### config.mk
export PLATFORM = sky130hd
export DESIGN_NAME = channel_interrupt_summary
export DESIGN_NICKNAME = d
export VERILOG_FILES = /design/src/core/summary_pkg.sv /design/src/core/channel_interrupt_summary.sv /design/src/core/sticky_flags.sv
export VERILOG_INCLUDE_DIRS = /design/src /design/src/core
export SDC_FILE = /design/constraint.sdc
export NUM_CORES = 1
export LEC_CHECK = 0
export BUFFER_PORTS_ARGS = -buffer_cell sky130_fd_sc_hd__buf_2
export CAP_MARGIN = 20
export CORE_ASPECT_RATIO = 1.5
export CORE_UTILIZATION = 45
export CTS_CLUSTER_SIZE = 40
export DETAILED_ROUTE_END_ITERATION = 8
export PLACE_DENSITY = 0.78
export SLEW_MARGIN = 40
export SYNTH_ARGS = -nofsm -noshare
export SYNTH_HDL_FRONTEND = slang
export SYNTH_SLANG_ARGS = --single-unit
### constraint.sdc
create_clock -name sys_clk -period 1.9 [get_ports sys_clk]
set_clock_uncertainty 0.2 [all_clocks]
set_input_delay 0 -clock sys_clk [delete_from_list [all_inputs] [get_ports sys_clk]]
set_output_delay 0 -clock sys_clk [all_outputs]
set_load 0.05 [all_outputs]
### src/core/summary_params.svh
// Register offsets, field positions and reset values of the interrupt summary block
`ifndef SUMMARY_PARAMS_SVH
`define SUMMARY_PARAMS_SVH

// ==========================================================
// Register offsets
`define ADDR_GLOBAL_CONFIGURATION 10'h020
`define ADDR_EVENT_STATUS 10'h024
`define ADDR_EVENT_CLEAR 10'h028
`define ADDR_EVENT_ENABLE 10'h02C
`define ADDR_SUMMARY_LOW 10'h2C0
`define ADDR_SUMMARY_HIGH 10'h300
`define ADDR_SUMMARY_ZERO 10'h380
`define ADDR_TIMER_STATUS 10'h3C0

// ==========================================================
// Field positions
`define TIMER_OVERFLOW_BIT 0
`define TIMER_MASK_BIT 0
`define EVENT_TIMER_BIT 0
`define EVENT_CHANNEL_BIT 1
`define EVENT_FIELD_MSB 1
`define LOW_FIELD_MSB 8
`define LOW_FIELD_LSB 1
`define HIGH_FIELD_MSB 15
`define HIGH_FIELD_LSB 9
`define ZERO_CHANNEL_BIT 0

// ==========================================================
// Reset values
`define RESET_BYTE 8'h00
`define RESET_CONFIGURATION 8'h00
`define RESET_EVENTS 2'h0
`define RESET_CHANNELS 16'h0000
`define RESET_FLAG 1'b0

`endif

### src/core/summary_pkg.sv
// Types shared by the interrupt summary block
package summary_pkg;

	// ==========================================================
	// Register data and event vector types
	typedef logic [7:0] reg_byte_type;
	typedef logic [9:0] reg_addr_type;
	typedef logic [1:0] event_vector_type;

endpackage : summary_pkg

### src/core/channel_interrupt_summary.sv
// Channel interrupt summary flags, one-second timer overflow status and interrupt output
//
// Local design decision: the plain strobed port.
`timescale 1ns/1ns
`include "summary_params.svh"

module channel_interrupt_summary #(
	parameter int CHANNELS = 16
) (
	input wire logic sys_clk,
	input wire logic rst,
	input wire logic [CHANNELS-1:0] channel_pending,
	input wire logic timer_tick,
	input wire summary_pkg::reg_addr_type reg_addr,
	input wire summary_pkg::reg_byte_type reg_wdata,
	input wire logic reg_wr,
	input wire logic reg_rd,
	output summary_pkg::reg_byte_type reg_rdata,
	output logic irq
);

	// ==========================================================
	// Channel summary flags
	// Pending lines come from on-chip logic on sys_clk, so no synchroniser
	// One flop per channel; a flag drops by itself one cycle after the
	// last source of its channel goes away, so software never clears it here
	logic [CHANNELS-1:0] summary_q;

	genvar ch;
	generate
		for (ch = 0; ch < CHANNELS; ch++) begin : g_summary
			always_ff @(posedge sys_clk) begin
				if (rst) begin
					summary_q[ch] <= `RESET_FLAG;
				end else begin
					summary_q[ch] <= channel_pending[ch];
				end
			end

		end
	endgenerate

	// ==========================================================
	// Global configuration with the timer overflow mask
	summary_pkg::reg_byte_type global_configuration_q;
	logic timer_overflow_mask;

	always_ff @(posedge sys_clk) begin
		if (rst) begin
			global_configuration_q <= `RESET_CONFIGURATION;
		end else if (reg_wr && reg_addr == `ADDR_GLOBAL_CONFIGURATION) begin
			global_configuration_q <= reg_wdata;
		end
	end

	assign timer_overflow_mask = global_configuration_q[`TIMER_MASK_BIT];

	// ==========================================================
	// Timer overflow status, write one to clear
	logic timer_clear;
	logic [0:0] timer_overflow_status;

	assign timer_clear = reg_wr && reg_addr == `ADDR_TIMER_STATUS && reg_wdata[`TIMER_OVERFLOW_BIT];

	sticky_flags #(
		.WIDTH(1)
	) timer_flag (
		.sys_clk(sys_clk),
		.rst(rst),
		.set(timer_tick),
		.clear(timer_clear),
		.flag_q(timer_overflow_status)
	);

	// ==========================================================
	// Event status, clear and enable
	// Channel event fires when the first channel turns pending, so software
	// learns of new work without polling the summary registers
	summary_pkg::event_vector_type event_set;
	summary_pkg::event_vector_type event_clear;
	summary_pkg::event_vector_type event_status;
	summary_pkg::event_vector_type event_enable_q;

	always_comb begin
		event_set = `RESET_EVENTS;
		event_set[`EVENT_TIMER_BIT] = timer_tick;
		event_set[`EVENT_CHANNEL_BIT] = (|channel_pending) && !(|summary_q);
	end

	assign event_clear = (reg_wr && reg_addr == `ADDR_EVENT_CLEAR) ? reg_wdata[`EVENT_FIELD_MSB:0] : `RESET_EVENTS;

	sticky_flags #(
		.WIDTH(2)
	) event_flags (
		.sys_clk(sys_clk),
		.rst(rst),
		.set(event_set),
		.clear(event_clear),
		.flag_q(event_status)
	);

	always_ff @(posedge sys_clk) begin
		if (rst) begin
			event_enable_q <= `RESET_EVENTS;
		end else if (reg_wr && reg_addr == `ADDR_EVENT_ENABLE) begin
			event_enable_q <= reg_wdata[`EVENT_FIELD_MSB:0];
		end
	end

	// ==========================================================
	// Interrupt output
	// Overflow status drives the pin only while unmasked
	assign irq = (timer_overflow_status[0] && !timer_overflow_mask) || (|(event_status & event_enable_q));

	// ==========================================================
	// Read path, data valid only in the cycle after the strobe
	summary_pkg::reg_byte_type read_mux;

	always_comb begin
		read_mux = `RESET_BYTE;
		unique case (reg_addr)
			`ADDR_SUMMARY_LOW: read_mux = summary_q[`LOW_FIELD_MSB:`LOW_FIELD_LSB];
			`ADDR_SUMMARY_HIGH: read_mux = {1'b0, summary_q[`HIGH_FIELD_MSB:`HIGH_FIELD_LSB]};
			`ADDR_SUMMARY_ZERO: read_mux = {summary_q[`ZERO_CHANNEL_BIT], 7'h00};
			`ADDR_TIMER_STATUS: read_mux = {7'h00, timer_overflow_status};
			`ADDR_GLOBAL_CONFIGURATION: read_mux = global_configuration_q;
			`ADDR_EVENT_STATUS: read_mux = {6'h00, event_status};
			`ADDR_EVENT_ENABLE: read_mux = {6'h00, event_enable_q};
			default: read_mux = `RESET_BYTE;
		endcase
	end

	always_ff @(posedge sys_clk) begin
		if (rst) begin
			reg_rdata <= `RESET_BYTE;
		end else if (reg_rd) begin
			reg_rdata <= read_mux;
		end else begin
			reg_rdata <= `RESET_BYTE;
		end
	end

	// A set in the clearing cycle is allowed to win, so the clear check excludes it
	genvar ev;
	generate
		for (ev = 0; ev < $bits(summary_pkg::event_vector_type); ev++) begin : g_event_check

		end
	endgenerate
endmodule : channel_interrupt_summary

### src/core/sticky_flags.sv
// Bank of sticky flags where a set always beats a clear in the same cycle
`timescale 1ns/1ns

module sticky_flags #(
	parameter int WIDTH = 2
) (
	input wire logic sys_clk,
	input wire logic rst,
	input wire logic [WIDTH-1:0] set,
	input wire logic [WIDTH-1:0] clear,
	output logic [WIDTH-1:0] flag_q
);

	// ==========================================================
	// One flip-flop per flag
	genvar i;
	generate
		for (i = 0; i < WIDTH; i++) begin : g_flag
			always_ff @(posedge sys_clk) begin
				if (rst) begin
					flag_q[i] <= 1'b0;
				end else if (set[i]) begin
					flag_q[i] <= 1'b1;
				end else if (clear[i]) begin
					flag_q[i] <= 1'b0;
				end
			end
		end
	endgenerate

endmodule : sticky_flags

==> metrics.cfg <==
[run_status]
status=complete, no violations

[yosys]
synth.top_cell.area_share_pct=47.5
yosysWarningCount=0
async_flop_share_pct=0
synth_nets=208
yosys-top-cells-area=sky130_fd_sc_hd__dfxtp_1, sky130_fd_sc_hd__mux2i_1, sky130_fd_sc_hd__nor2b_1
synthesis.instances=169
synth_top_cell_by_area=sky130_fd_sc_hd__dfxtp_1
postSynth.topFlopCell=sky130_fd_sc_hd__dfxtp_1
synth_cell_types=29
avgSynthCellArea_um2=9.23
synthMostInstantiatedCell=sky130_fd_sc_hd__dfxtp_1
syn-cell-area_um2=1560
synth-edff-count=0
synth_sequential_area_ratio_pct=47.5
synth.top_cells.by_count=sky130_fd_sc_hd__dfxtp_1, sky130_fd_sc_hd__nor2b_1, sky130_fd_sc_hd__nor2_1, sky130_fd_sc_hd__mux2i_1, sky130_fd_sc_hd__clkbuf_1
ys_seq_elements=37

[route]
drt_wl_total_um=4480
drtAntennaViolNets=0
highest-signal-layer=met4
post_drt_via_cell_ratio=5.34
drt_pass1_iterations=4
drt_drc_violations_left=0
route.vias.total=1662
drt_iter0_drc=39
met2RoutedLength_um=2470
detail_route.wirelength.met1_um=1720
wl_met3_um=178
routedWlPerCell_um=14.4

[timing]
period_share_pct=96.8
fin_setup_tns_ns=0
fin_crit_ns=1.84
finalHoldWorstSlack_ns=0.0371
final_hold_viol_count=0
worst_pin_slew_ns=0.413
fmaxAchievable_mhz=544
setup_viol_count_final=0
timing.slew.headroom_pct=72.4
slew_violations=0

[clock_network]
cts.reportedPaths.clkPinSlew_ns=0.07
max-clock-path-buffers=2
worst_skew_pair.late_latency_ns=0.30
tritoncts_num_sinks=37
tritoncts=yes
ctsRootBufferMaster=sky130_fd_sc_hd__clkbuf_8
cts_buffers=5
h-tree-depth=2

[grt]
globalRoute.totalOverflow=0
first_global_vias=1669
grt_start_max_net_pins=19
grt_first_pass_wirelength_um=7300
antenna_found_initial=0
track_usage_pct=26.9

[worst_hold_path]
holdPathEnd=reg_rdata[7]
holdCritPathClass=in -> reg
timing.hold.worst.start=reg_addr[6]
holdPathStages=5

[setup_path]
path_class=in -> reg
crit_required_ns=1.91
r2r_end=event_flags.flag_q[1]
rr_startpoint=summary_q[12]
ff2ff_setup_slack_ns=0.44
endpoint_kind=flop
reg2reg_depth=4
crit_path_max_fanout=8
critical_path_arrival_ns=1.85
setup_crit_start_kind=input port

[cells_and_area]
antennaDiodeCount=0
drive_gt1_share_pct=26.2
final_net_count=310
area_growth_pct=58.9
final_cell_area_um2=2480
final.fill_count=214

[place]
dpl_cell_area_um2=1870
half_perimeter_wire_length_after_placement_um=2660
gp_congestion=0.869
portBuffers=47

[floorplan]
dieArea_um2=3710
std_cell_rows=25
initial_utilization_pct=48.4
io_pins=48
die-width_um=50.1
core_area_um2=3220
die_y_um=74.1

[job]
max_cap_violations=0

[pwr]
power_density_nw_per_um2=641
power.static_leakage_nw=1.02
vdd_drop_max_uv=508

area by class of cell:
cell class                 count  area, um2  share of cell area [%]
clock buffer                   6       82.6                    3.33
timing repair buffer         106        810                    32.6
clock inverter                 1       7.51                   0.303
tap                           40       50.0                    2.02
sequential                    37        741                    29.9
multi-input combinational    118        778                    31.4
inverter                       3       11.3                   0.454
how the worst max path moves through the flow:
stage | end | slack, ns | startpoint
floorplan | global_configuration_q[0] | 0.09 | reg_addr[6]
global placement | event_enable_q[1] | 0.09 | reg_addr[6]
detailed placement | global_configuration_q[4] | 0.02 | reg_addr[6]
CTS | global_configuration_q[4] | 0.009 | reg_addr[3]
global route | reg_rdata[7] | -0.03 | reg_addr[5]
finish | reg_rdata[7] | 0.06 | reg_addr[5]
metal layers:
layer / vias up / track usage (%)
li1: 818 / -
met1: 781 / 24.7
met2: 52 / 54.2
met3: 11 / 6.13
met4: 0 / 12.4
met5: - / 0
registers in the layout (all words and copies together) (netlist names):
signal,flops
global_configuration_q,8
event_flags.flag_q,2
timer_flag.flag_q,1
summary_q,16
reg_rdata,8
event_enable_q,2
critical path: stages:
cell,delay [ns]
sky130_fd_sc_hd__buf_2,0.11
sky130_fd_sc_hd__dlygate4sd3_1,0.57
sky130_fd_sc_hd__nor4b_1,0.36
sky130_fd_sc_hd__buf_4,0.20
sky130_fd_sc_hd__nor2b_1,0.17
sky130_fd_sc_hd__o2111ai_2,0.22
sky130_fd_sc_hd__a21oi_1,0.22
kinds of logic (layout without fill, tap and decap cells):
| logic type | Yosys count | after routing | share of synthesized area (%) |
|---|---|---|---|
| AO/OA/AOI/OAI | 27 | 27 | 11.9 |
| buffers and inverters | 14 | 116 | 3.45 |
| flip-flops | 37 | 37 | 47.5 |
| multiplexers | 13 | 13 | 8.34 |
| AND/OR/NAND/NOR | 78 | 78 | 28.9 |
cells in the final DEF (no fill, tap or decap):
master                           instances
sky130_fd_sc_hd__nand3b_1                1
sky130_fd_sc_hd__mux2i_1                12
sky130_fd_sc_hd__a41o_1                  1
sky130_fd_sc_hd__mux2i_2                 1
sky130_fd_sc_hd__o2111ai_2               1
sky130_fd_sc_hd__inv_1                   3
sky130_fd_sc_hd__and3b_2                 1
sky130_fd_sc_hd__clkbuf_8                6
sky130_fd_sc_hd__clkinvlp_4              1
sky130_fd_sc_hd__and3_2                  1
sky130_fd_sc_hd__or3b_4                  1
sky130_fd_sc_hd__nand3_1                 6
sky130_fd_sc_hd__nor4_1                  9
sky130_fd_sc_hd__nor4b_1                 1
sky130_fd_sc_hd__a21oi_1                 9
sky130_fd_sc_hd__a32o_1                  7
sky130_fd_sc_hd__a22oi_1                 2
sky130_fd_sc_hd__nor3_1                  2
sky130_fd_sc_hd__nor2_1                 15
sky130_fd_sc_hd__dlymetal6s4s_1          1
sky130_fd_sc_hd__or4b_1                  1
sky130_fd_sc_hd__dfxtp_1                37
sky130_fd_sc_hd__o21ai_0                 6
sky130_fd_sc_hd__buf_4                  10
sky130_fd_sc_hd__dlygate4sd3_1          48
sky130_fd_sc_hd__and2_1                  2
sky130_fd_sc_hd__or3_1                   1
sky130_fd_sc_hd__a31oi_1                 1
sky130_fd_sc_hd__nand4_1                 9
sky130_fd_sc_hd__nand2_1                 8
sky130_fd_sc_hd__buf_6                   1
sky130_fd_sc_hd__buf_2                  46
sky130_fd_sc_hd__or2_2                   1
sky130_fd_sc_hd__nor2b_1                18
sky130_fd_sc_hd__nor4_4                  1
repair_timing:
action / in CTS / in global routing
hold buffers: 49 / 0
endpoints found under the hold margin: 34 / 0
resized for setup: 0 / 5
buffers inserted: 0 / 2
endpoints found under the setup margin: 0 / 14
report_power, final:
part | switching [mW] | internal, mW
Clock | 0.267 | 0.286
Combinational | 0.0939 | 0.132
Sequential | 0.0141 | 0.797
per-stage QoR:
step	setup slack [ns]	cells	total power, mW	utilization, %
final	0.0612	311	1.59	77.0
after global routing	-0.0341	311	1.65	77.0
after CTS	0.00852	310	1.57	76.1
after detailed placement	0.0186	254	0.965	58.1
after global placement	0.0930	254	0.962	58.1
after floorplan	0.0869	169	0.896	-
Power figures use the tool's default switching activity.
